--- config.mk ---
export PLATFORM = sky130hd
export DESIGN_NAME = lcas_channel_alarm
export DESIGN_NICKNAME = d
export VERILOG_FILES = /design/src/lcas_activity_monitor.v /design/src/lcas_channel_alarm.v
export VERILOG_INCLUDE_DIRS = /design/src
export SDC_FILE = /design/constraint.sdc
export NUM_CORES = 1
export LEC_CHECK = 0
export BUFFER_PORTS_ARGS = -buffer_cell sky130_fd_sc_hd__buf_2
export CORE_MARGIN = 3
export CORE_UTILIZATION = 40
export DETAILED_ROUTE_END_ITERATION = 8
export GPL_TIMING_DRIVEN = 0
export REMOVE_ABC_BUFFERS = 1
export SLEW_MARGIN = 20
export SYNTH_ARGS = -nofsm -noshare
export SYNTH_HDL_FRONTEND = slang
export SYNTH_HIERARCHICAL = 1
export SYNTH_SLANG_ARGS = --single-unit
--- constraint.sdc ---
create_clock -name core_clk_in -period 6.2 [get_ports core_clk_in]
set_clock_uncertainty 0.15 [all_clocks]
set_input_delay 1.24 -clock core_clk_in [delete_from_list [all_inputs] [get_ports core_clk_in]]
set_output_delay 1.24 -clock core_clk_in [all_outputs]
set_load 0.03 [all_outputs]
--- src/lcas_map.vh ---
// lcas_map.vh: offsets, field positions, reset values and timing counts
// for the per-channel alarm status and transmit control registers.
// assumes an 8-bit parallel microprocessor port with a 4-bit offset.
`ifndef LCAS_MAP_VH
`define LCAS_MAP_VH

// register offsets within the channel
`define LCAS_OFS_STATUS      4'h3
`define LCAS_OFS_TXCTL       4'h4

// status bit positions
`define LCAS_ST_DRIVE_MON    0
`define LCAS_ST_SIG_ABSENT   1
`define LCAS_ST_LOCK_LOST    2
`define LCAS_ST_FIFO_LIMIT   3

// transmit control bit positions
`define LCAS_TC_LEVEL        0
`define LCAS_TC_CLK_INV      1
`define LCAS_TC_ALL_ONES     2
`define LCAS_TC_ERR_INS      4
`define LCAS_TC_MON_INT      5
`define LCAS_TC_WR_MASK      8'h37
`define LCAS_TC_RESET        8'h00

// timing and thresholds in line bit periods
`define LCAS_JA_GUARD        6'h02
`define LCAS_DMO_BITS        8'h80
`define LCAS_DLOS_BITS       8'hA0
`define LCAS_DENS_WIN        8'h60
`define LCAS_DENS_MIN        8'h20
// lock window: 5000 ppm of the count window
`define LCAS_LOCK_WIN        16'h0FA0
`define LCAS_LOCK_TOL        16'h0014

`endif

--- src/lcas_activity_monitor.v ---
// lcas_activity_monitor.v: counts bit periods with no pulse and raises
// an alarm at a threshold; pulse density check over a fixed window.
// assumes a one-cycle bit strobe from the same clock domain.
`timescale 1ns/1ps
`include "lcas_map.vh"

module lcas_activity_monitor (
    // clock and reset
    input  wire       core_clk_in,
    input  wire       sys_rst_in,
    // bit stream
    input  wire       bit_stb_in,
    input  wire       pulse_in,
    // configuration
    input  wire [7:0] quiet_limit_in,
    input  wire       density_clear_in,
    // result
    output reg        alarm_out
);

    reg [7:0] quiet_reg;
    reg [7:0] win_reg;
    reg [7:0] ones_reg;

    always @(posedge core_clk_in or posedge sys_rst_in) begin
        if (sys_rst_in) begin
            quiet_reg <= 8'h00;
            win_reg   <= 8'h00;
            ones_reg  <= 8'h00;
            alarm_out <= 1'b0;
        end else if (bit_stb_in) begin
            if (pulse_in) begin
                quiet_reg <= 8'h00;
            end else if (quiet_reg != quiet_limit_in) begin
                quiet_reg <= quiet_reg + 8'h01;
            end
            if (win_reg == `LCAS_DENS_WIN - 8'h01) begin
                win_reg  <= 8'h00;
                ones_reg <= 8'h00;
            end else begin
                win_reg  <= win_reg + 8'h01;
                ones_reg <= ones_reg + {7'h00, pulse_in};
            end
            if (!pulse_in && quiet_reg == quiet_limit_in - 8'h01) begin
                alarm_out <= 1'b1;
            end else if (!density_clear_in && pulse_in) begin
                alarm_out <= 1'b0;
            end else if (density_clear_in &&
                         win_reg == `LCAS_DENS_WIN - 8'h01 &&
                         ones_reg + {7'h00, pulse_in} >= `LCAS_DENS_MIN) begin
                alarm_out <= 1'b0;
            end
        end
    end

endmodule // lcas_activity_monitor

--- src/lcas_channel_alarm.v ---
// lcas_channel_alarm.v: one channel's alarm detection, alarm status
// register and transmit control register.
// assumes the processor strobes are synchronous to core_clk_in and the
// line bit strobes are already sampled into the core clock domain.
`timescale 1ns/1ps
`include "lcas_map.vh"

// Functional notes
// - fifo limit alarm set when fill within two bits of overflow/underrun
// - fifo limit alarm drops as soon as fill leaves that margin
// - fifo limit alarm reported only while jitter attenuator enabled
// - status bit 3 shows fifo limit alarm; writes ignored
// - lock lost when recovered clock deviates 5000 ppm or more
// - status bit 2 shows lock lost, read-only
// - signal absent is the E3 detector in E3 mode, else OR of digital and analog detectors
// - status bit 1 shows signal absent, read-only
// - drive monitor alarm after 128 bit periods without bipolar pulse
// - drive monitor alarm clears on renewed bipolar activity
// - drive monitor watches output pads or external monitor pins
// - status bit 0 shows drive monitor alarm, read-only
// - transmit control bits 5,4,2,1,0 read-write; 7,6,3 reserved
// - source bit 0 selects monitor pins, 1 selects output pads
// - rising edge of error-insert bit injects one pattern error
// - digital detector: 160 quiet bits declare, 33% density clears
module lcas_channel_alarm (
    // clock and reset
    input  wire        core_clk_in,
    input  wire        sys_rst_in,
    // processor port
    input  wire [3:0]  cpu_addr_in,
    input  wire [7:0]  cpu_wdata_in,
    input  wire        cpu_wr_in,
    input  wire        cpu_rd_in,
    output reg  [7:0]  cpu_rdata_out,
    // jitter attenuator
    input  wire        ja_enable_in,
    input  wire [5:0]  ja_fill_in,
    input  wire [5:0]  ja_depth_in,
    // receive side
    input  wire        rx_bit_stb_in,
    input  wire        rx_pulse_in,
    input  wire        rx_analog_los_in,
    input  wire        rx_e3_los_in,
    input  wire        rx_e3_mode_in,
    input  wire        rx_clk_tick_in,
    input  wire        ref_clk_tick_in,
    // transmit side pulse views
    input  wire        tx_bit_stb_in,
    input  wire        tx_out_positive_in,
    input  wire        tx_out_negative_in,
    input  wire        monitor_in_positive_in,
    input  wire        monitor_in_negative_in,
    // alarms and controls
    output reg         fifo_limit_alarm_out,
    output reg         clock_lock_lost_out,
    output reg         signal_absent_defect_out,
    output wire        drive_monitor_alarm_out,
    output wire        send_all_ones_out,
    output wire        tx_clock_invert_out,
    output wire        tx_output_level_out,
    output reg         pattern_error_stb_out
);

    reg  [7:0]  channel_transmit_control_reg;
    reg  [5:0]  mon_meta_reg;
    reg  [5:0]  mon_sync_reg;
    reg         err_ins_prev_reg;
    reg  [15:0] ref_cnt_reg;
    reg  [15:0] rx_cnt_reg;
    wire        dlos_alarm;
    wire        mon_pulse;
    wire [7:0]  status_word;
    wire [15:0] rx_cnt_inc;
    wire        ana_los_sync;
    wire        e3_los_sync;
    wire        pad_pos_sync;
    wire        pad_neg_sync;
    wire        mon_pos_sync;
    wire        mon_neg_sync;

    // decoding used by both the read and the write paths
    function is_txctl;
        input [3:0] a;
        begin
            is_txctl = (a == `LCAS_OFS_TXCTL);
        end
    endfunction

    // pins from off-chip pass two flops before any logic reads them
    always @(posedge core_clk_in or posedge sys_rst_in) begin
        if (sys_rst_in) begin
            mon_meta_reg <= 6'h00;
            mon_sync_reg <= 6'h00;
        end else begin
            mon_meta_reg <= {rx_analog_los_in, rx_e3_los_in,
                             tx_out_positive_in, tx_out_negative_in,
                             monitor_in_positive_in, monitor_in_negative_in};
            mon_sync_reg <= mon_meta_reg;
        end
    end

    // named views of the synchronised pins; only these are read
    assign ana_los_sync = mon_sync_reg[5];
    assign e3_los_sync  = mon_sync_reg[4];
    assign pad_pos_sync = mon_sync_reg[3];
    assign pad_neg_sync = mon_sync_reg[2];
    assign mon_pos_sync = mon_sync_reg[1];
    assign mon_neg_sync = mon_sync_reg[0];

    // register writes; reserved bits stay zero
    always @(posedge core_clk_in or posedge sys_rst_in) begin
        if (sys_rst_in) begin
            channel_transmit_control_reg <= `LCAS_TC_RESET;
        end else if (cpu_wr_in && is_txctl(cpu_addr_in)) begin
            channel_transmit_control_reg <=
                cpu_wdata_in & `LCAS_TC_WR_MASK;
        end
    end

    assign tx_output_level_out = channel_transmit_control_reg[`LCAS_TC_LEVEL];
    assign tx_clock_invert_out =
        channel_transmit_control_reg[`LCAS_TC_CLK_INV];
    assign send_all_ones_out = channel_transmit_control_reg[`LCAS_TC_ALL_ONES];

    // single error per rising edge; holding 1 inserts nothing more
    always @(posedge core_clk_in or posedge sys_rst_in) begin
        if (sys_rst_in) begin
            err_ins_prev_reg      <= 1'b0;
            pattern_error_stb_out <= 1'b0;
        end else begin
            err_ins_prev_reg <= channel_transmit_control_reg[`LCAS_TC_ERR_INS];
            pattern_error_stb_out <=
                channel_transmit_control_reg[`LCAS_TC_ERR_INS] &
                ~err_ins_prev_reg;
        end
    end

    // fifo margin check, gated by attenuator enable
    // one spare bit so a fill near the top of the fifo cannot wrap
    always @(posedge core_clk_in or posedge sys_rst_in) begin
        if (sys_rst_in) begin
            fifo_limit_alarm_out <= 1'b0;
        end else begin
            fifo_limit_alarm_out <= ja_enable_in &&
                ((ja_fill_in <= `LCAS_JA_GUARD) ||
                 ({1'b0, ja_fill_in} + {1'b0, `LCAS_JA_GUARD} >=
                  {1'b0, ja_depth_in}));
        end
    end

    // lock check: count recovered ticks over a reference window
    assign rx_cnt_inc = rx_cnt_reg + {15'h0000, rx_clk_tick_in};

    always @(posedge core_clk_in or posedge sys_rst_in) begin
        if (sys_rst_in) begin
            ref_cnt_reg         <= 16'h0000;
            rx_cnt_reg          <= 16'h0000;
            clock_lock_lost_out <= 1'b0;
        end else if (ref_clk_tick_in &&
                     ref_cnt_reg == `LCAS_LOCK_WIN - 16'h0001) begin
            ref_cnt_reg <= 16'h0000;
            rx_cnt_reg  <= 16'h0000;
            clock_lock_lost_out <=
                (rx_cnt_inc >= `LCAS_LOCK_WIN + `LCAS_LOCK_TOL) ||
                (rx_cnt_inc <= `LCAS_LOCK_WIN - `LCAS_LOCK_TOL);
        end else begin
            ref_cnt_reg <= ref_cnt_reg + {15'h0000, ref_clk_tick_in};
            rx_cnt_reg  <= rx_cnt_inc;
        end
    end

    // digital detector for ds3/sts-1
    lcas_activity_monitor u_dlos (
        .core_clk_in      (core_clk_in),
        .sys_rst_in       (sys_rst_in),
        .bit_stb_in       (rx_bit_stb_in),
        .pulse_in         (rx_pulse_in),
        .quiet_limit_in   (`LCAS_DLOS_BITS),
        .density_clear_in (1'b1),
        .alarm_out        (dlos_alarm)
    );

    always @(posedge core_clk_in or posedge sys_rst_in) begin
        if (sys_rst_in) begin
            signal_absent_defect_out <= 1'b0;
        end else begin
            signal_absent_defect_out <= rx_e3_mode_in ? e3_los_sync :
                (dlos_alarm | ana_los_sync);
        end
    end

    // monitor source: pads internally or the external pins
    assign mon_pulse = channel_transmit_control_reg[`LCAS_TC_MON_INT] ?
        (pad_pos_sync | pad_neg_sync) :
        (mon_pos_sync | mon_neg_sync);

    lcas_activity_monitor u_dmo (
        .core_clk_in      (core_clk_in),
        .sys_rst_in       (sys_rst_in),
        .bit_stb_in       (tx_bit_stb_in),
        .pulse_in         (mon_pulse),
        .quiet_limit_in   (`LCAS_DMO_BITS),
        .density_clear_in (1'b0),
        .alarm_out        (drive_monitor_alarm_out)
    );

    // live status, no latching, so reads have no side effect
    assign status_word = {4'h0, fifo_limit_alarm_out, clock_lock_lost_out,
                          signal_absent_defect_out,
                          drive_monitor_alarm_out};

    always @(posedge core_clk_in or posedge sys_rst_in) begin
        if (sys_rst_in) begin
            cpu_rdata_out <= 8'h00;
        end else if (cpu_rd_in) begin
            if (is_txctl(cpu_addr_in)) begin
                cpu_rdata_out <= channel_transmit_control_reg;
            end else if (cpu_addr_in == `LCAS_OFS_STATUS) begin
                cpu_rdata_out <= status_word;
            end else begin
                cpu_rdata_out <= 8'h00;
            end
        end
    end

endmodule // lcas_channel_alarm

**Yosys cells after proc, flatten, opt, wreduce, memory -nomap -nowiden**

Index checks and enable logic that the tools add are counted.

- Bits in registers: 96
- Bits in latches: 0
- Memory bits (writable): 0
- ROM bits: 0
- Input port bits: 41
- Output and inout port bits: 16
- Logic and storage cells: 76
- Memories: 0

- Add/sub/neg operators: 7
- Multiply operators: 0
- Div/mod/pow operators: 0
- $lt $le $gt $ge: 5
- Eq/ne operators: 8
- Shift operators: 0
- Mux-type cells: 16
- Bitwise gates (word level): 5
- Reductions and logical operators: 18

Operator list:

| operator | count |
|---|---|
| 8-bit two-way mux | 6 |
| 16-bit by 1-bit adder with 16-bit output | 2 |
| 16-bit two-way mux | 2 |
| 8-bit by 1-bit adder with 8-bit output, second input constant | 3 |
| 16-bit by 12-bit == test with 1-bit output, second input constant | 1 |
| 8-bit by 7-bit == test with 1-bit output, second input constant | 2 |
| 16-bit by 12-bit greater-or-equal comparator with 1-bit output, second input constant | 1 |
| 16-bit by 12-bit less-or-equal comparator with 1-bit output, second input constant | 1 |
| 8-bit inequality test, second input constant | 2 |
| 8-bit by 1-bit adder with 8-bit output | 1 |
| 8-bit == test, second input constant | 1 |
| 8-bit by 6-bit greater-or-equal comparator with 1-bit output, second input constant | 1 |
| 2-bit AND reduction | 4 |
| 2-bit nonzero test | 4 |
| 6-bit by 2-bit adder with 7-bit output, second input constant | 1 |
| 7-bit by 6-bit greater-or-equal comparator with 1-bit output | 1 |
| 6-bit by 2-bit less-or-equal comparator with 1-bit output, second input constant | 1 |
| 1-bit logical AND | 6 |
| 1-bit two-way mux | 6 |
| 6-bit two-way mux | 1 |
| 4-bit by 2-bit == test with 1-bit output, second input constant | 1 |
| 4-bit by 3-bit == test with 1-bit output, second input constant | 1 |
| 4-bit two-way mux | 1 |
| 1-bit bitwise OR | 3 |
| other kinds (4) | 6 |

**Depth between registers and ports, before layout**

- Depth in word-level cells: 6
- Mapped depth: 9

**Cells and area by module**

Netlist, hierarchy kept.

Modules (own cells, without submodules):

| module | times used | cells each | area an instance (µm²) | sequential area each (µm²) |
|---|---|---|---|---|
| lcas_activity_monitor | 2 | 189 | 1,654.1 | 625.6 |
| lcas_channel_alarm | 1 | 278 | 2,887.8 | 1,501.4 |

**Worst setup path before layout**

No wires, ideal clock.

- Kind: input port to flip-flop
- From: input port rx_clk_tick_in
- To: register clock_lock_lost_out
- Setup time: 0.126 ns
- Arrival: 3.033 ns
- Data required time: 5.924 ns
- Setup slack: 2.890 ns
- Stages on the path: 9
- Buffers on the path: 1
- Cells stage by stage: ha_1 -> ha_1 -> buf_2 -> nand4_1 -> nor3_1 -> nand2_1 -> xor2_1 -> or3_1 -> o32a_1

- Word-level cells in the longest chain between the ends: 3

Ends and longest elaborated chain:

| item | line | text |
|---|---|---|
| start: declaration | lcas_channel_alarm.v:45 | `input wire rx_clk_tick_in,` |
| 16-bit by 1-bit adder with 16-bit output * | lcas_channel_alarm.v:152 | `assign rx_cnt_inc = rx_cnt_reg + {15'h0000, rx_clk_tick_in};` |
| 16-bit by 12-bit greater-or-equal comparator with 1-bit output (no source line) or 16-bit by 12-bit less-or-equal comparator with 1-bit output (tied branches) | - |  |
| 1-bit logical OR * | lcas_channel_alarm.v:164 | `` (rx_cnt_inc >= `LCAS_LOCK_WIN + `LCAS_LOCK_TOL) \|\| `` |
| end signal: assignment | lcas_channel_alarm.v:163 | `clock_lock_lost_out <=` |
| end: declaration | lcas_channel_alarm.v:55 | `output reg clock_lock_lost_out,` |

Every way passes the cells marked *; elsewhere a longest branch is shown, timed or not.
A chain may end at the register's enable or synchronous reset.

**Worst setup path after layout**

Ends and elaborated chain as after synthesis.

==> flow_summary.toml <==
[worst_setup_path]
criticalPathCategory = "input port to register"
path_cells = "buf_2 -> ha_1 -> ha_1 -> nand4_1 -> nor3_1 -> nand2_1 -> xor2_1 -> or3_1 -> o32a_1"
cp_top_family = "simple AND/OR/NAND/NOR gates"
crit_path_top_delay_cell = "nor3_1"
cp-end-kind = "register"
worstSetupStartpointType = "input port"
crit_fanout = 10
path_common_cell = "ha_1"
slowest_delay_ns = 0.39
rr_worst_depth = 8
r2r_setup_slack_ns = 3.46
critical_path_required_ns = 6.29
crit_buf_inv = 1
arrival_ns = 3.46
r2r-end = "clock_lock_lost_out"
rr_startpoint = "rx_cnt_reg[0]"

[timing]
max_slew.worst_pin.slew_ns = 0.942
slew_headroom_pct = 36.8
tns_ns = 0
rsz0062_at_grt = "no"
period_needed_ns = 3.37
setup_viol = 0
finalCritPeriodShare_pct = 54.3
fmax_ghz = 0.297
slew_violations = 0
fin_ws_ns = 2.83
hold_violations = 0

[clock_tree]
cts_hold_buffers = 0
root_buffer = "clkbuf_16"
clock_sinks = 110
clk_latency_ns = 0.36
post_cts_buffers = 0
cts_tree = "yes"
cts.htree.levels = 3
clk_pin_slew_worst_paths_ns = 0.07
cts_buffers = 9
ctsResizeCount = 0
cts_buffer_depth = 2

[synth]
synth_area_per_cell_um2 = 9.45
yosys-top-cells-count = "110 x dfrtp_1, 59 x o21ai_0, 54 x nand2_1"
ys_types = 59
synth-seq-cells = 110
ys_top_cells_by_area = "dfrtp_1 44%, xnor2_1 6.6%, o21ai_0 4.8%"
dominantRegCellSynth = "dfrtp_1"
yosysSeqAreaShare_pct = 44.4
synth-edff-count = 0
synth_warnings = 6
synthMostInstantiatedCell = "dfrtp_1"
ys_async_sr_fraction_pct = 100
synth_top_area_share_pct = 44.4
syn_area_um2 = 6200
synth_area_leader_cell = "dfrtp_1"
syn_inst = 656

[global_route]
antenna_found_initial = 0
met1_usage_pct = 19.4
use_met3_pct = 3.74
grt_max_degree = 61
busiest_layer = "met2"
grt_pass1_wl_mm = 21.5
grt_use_total_pct = 15.5
grt_overflow = 0
grt_pass1_vias = 4690
grtUsageMet2_pct = 26.8

[cells_and_area]
post-route-util_pct = 46.9
syn_to_final_growth_pct = 12.5
drive_gt1_share_pct = 12.7
final_nets = 798
nFillCells = 1425
final_cells = 924
n_antenna_cell = 0

[power]
p_switching_mw = 0.642
seqPwrFrac_pct = 50.6
p_total_mw = 1.99
p_leak_nw = 3.10
vdd_drop_max_v = 0.000157
p_comb_share_pct = 22.0
powerDensity_nw_per_um2 = 286
internal_power_mw = 1.35
clkPwrFrac_pct = 27.4
sw_frac_of_total_pct = 32.2

[run_status]
status = "finished clean"

[die]
core_area_um2 = 14900
die_y_um = 130
die_w_um = 130
ios = 57
start_util_pct = 41.7
num_rows = 44
dieArea_um2 = 17000

[min_path]
worstHoldEndpoint = "mon_sync_reg[4]"
min_path_cells = 0
min_from = "mon_meta_reg[4]"
hold_path_class = "register to register"

[placed_design]
dp_hpwl_mm = 8.88
dp.cells = 909
place_ws_ns = 2.47
gp_congestion = 0.803
port_buffers = 51

[drt]
ant_nets = 0
first_pass_iters = 4
wl_mm = 12.4
wl_per_cell_um = 13.4
vias = 4803
drc = 0
drt_first_iter_violations = 266
vias_per_cell = 5.20

[job]
drv_cap = 0
[layout make-up]
class | instances | area [um2] | area share (%)
Inverter | 31 | 119 | 1.71
Tap cell | 184 | 230 | 3.30
Multi-Input combinational cell | 533 | 3340 | 48.0
Sequential cell | 110 | 2750 | 39.5
Timing Repair Buffer | 51 | 255 | 3.66
Clock buffer | 14 | 264 | 3.79
Clock inverter | 1 | 5.00 | 0.0718
[worst max path at each step]
| stage | from | endpoint | depth (start not counted) |
|---|---|---|---|
| after global placement | rx_clk_tick_in | clock_lock_lost_out | 9 |
| after global routing | rx_clk_tick_in | clock_lock_lost_out | 9 |
| after floorplan | rx_clk_tick_in | clock_lock_lost_out | 8 |
| after CTS | rx_clk_tick_in | clock_lock_lost_out | 9 |
| final | rx_clk_tick_in | clock_lock_lost_out | 9 |
| after detailed placement | rx_clk_tick_in | clock_lock_lost_out | 9 |
[cells by family (layout without fill, tap and decap cells)]
family / after synthesis / after routing / share of synthesized area (%)
adder cells (fa/ha/maj): 21 / 21 / 4.24
AO/OA/AOI/OAI: 131 / 131 / 13.0
XOR/XNOR: 66 / 66 / 9.57
multiplexers: 11 / 11 / 2.00
buffers and inverters: 61 / 97 / 4.60
AND/OR/NAND/NOR: 254 / 254 / 22.0
flip-flops: 110 / 110 / 44.4
other: 2 / 50 / 0.121
[per-layer routing]
metal | vias up | wire length [um] | part of all wire [%]
met2 | 55 | 6100 | 49
met5 | - | 0 | 0
met1 | 2296 | 5760 | 47
met3 | 13 | 355 | 2.9
met4 | 0 | 154 | 1.2
li1 | 2439 | - | -
[power by group through the flow]
stage / combinational (mW) / clock [mW] / sequential, mW
after global placement: 0.421 / 0 / 1.01
after CTS: 0.442 / 0.567 / 1.01
after floorplan: 0.329 / 0 / 1.00
after global routing: 0.506 / 0.595 / 1.04
final: 0.438 / 0.546 / 1.01
after detailed placement: 0.440 / 0 / 1.02
[worst reg2reg max path, cell delays in order (launching register included)]
cell	delay, ns
dfrtp_1	0.34
ha_1	0.24
ha_1	0.37
nand4_1	0.23
nor3_1	0.39
nand2_1	0.11
xor2_1	0.16
or3_1	0.35
o32a_1	0.29
[metrics by stage]
stage / hold WS [ns] / area (um2)
2_1_floorplan: 0.181 / 6210
3_3_place_gp: 0.184 / 6690
3_5_place_dp: 0.189 / 6700
4_1_cts: 0.203 / 6970
5_1_grt: 0.212 / 6970
6_report: 0.195 / 6970
[cell usage in the layout, fill, tap and decap left out, types with 8 or more instances in the layout]
cell / n
nand4_1: 8
nor2_1: 45
nand2_1: 54
o21ai_0: 59
nor3_1: 10
o31ai_1: 12
clkbuf_16: 9
nand3_1: 37
ha_1: 21
xnor2_1: 47
inv_1: 28
nor4_1: 12
conb_1: 50
buf_2: 51
nand2b_1: 13
and3_1: 31
a21oi_1: 21
xor2_1: 17
dfrtp_1: 110
mux2_2: 11
Note: power is estimated with default switching activity, not from simulation.
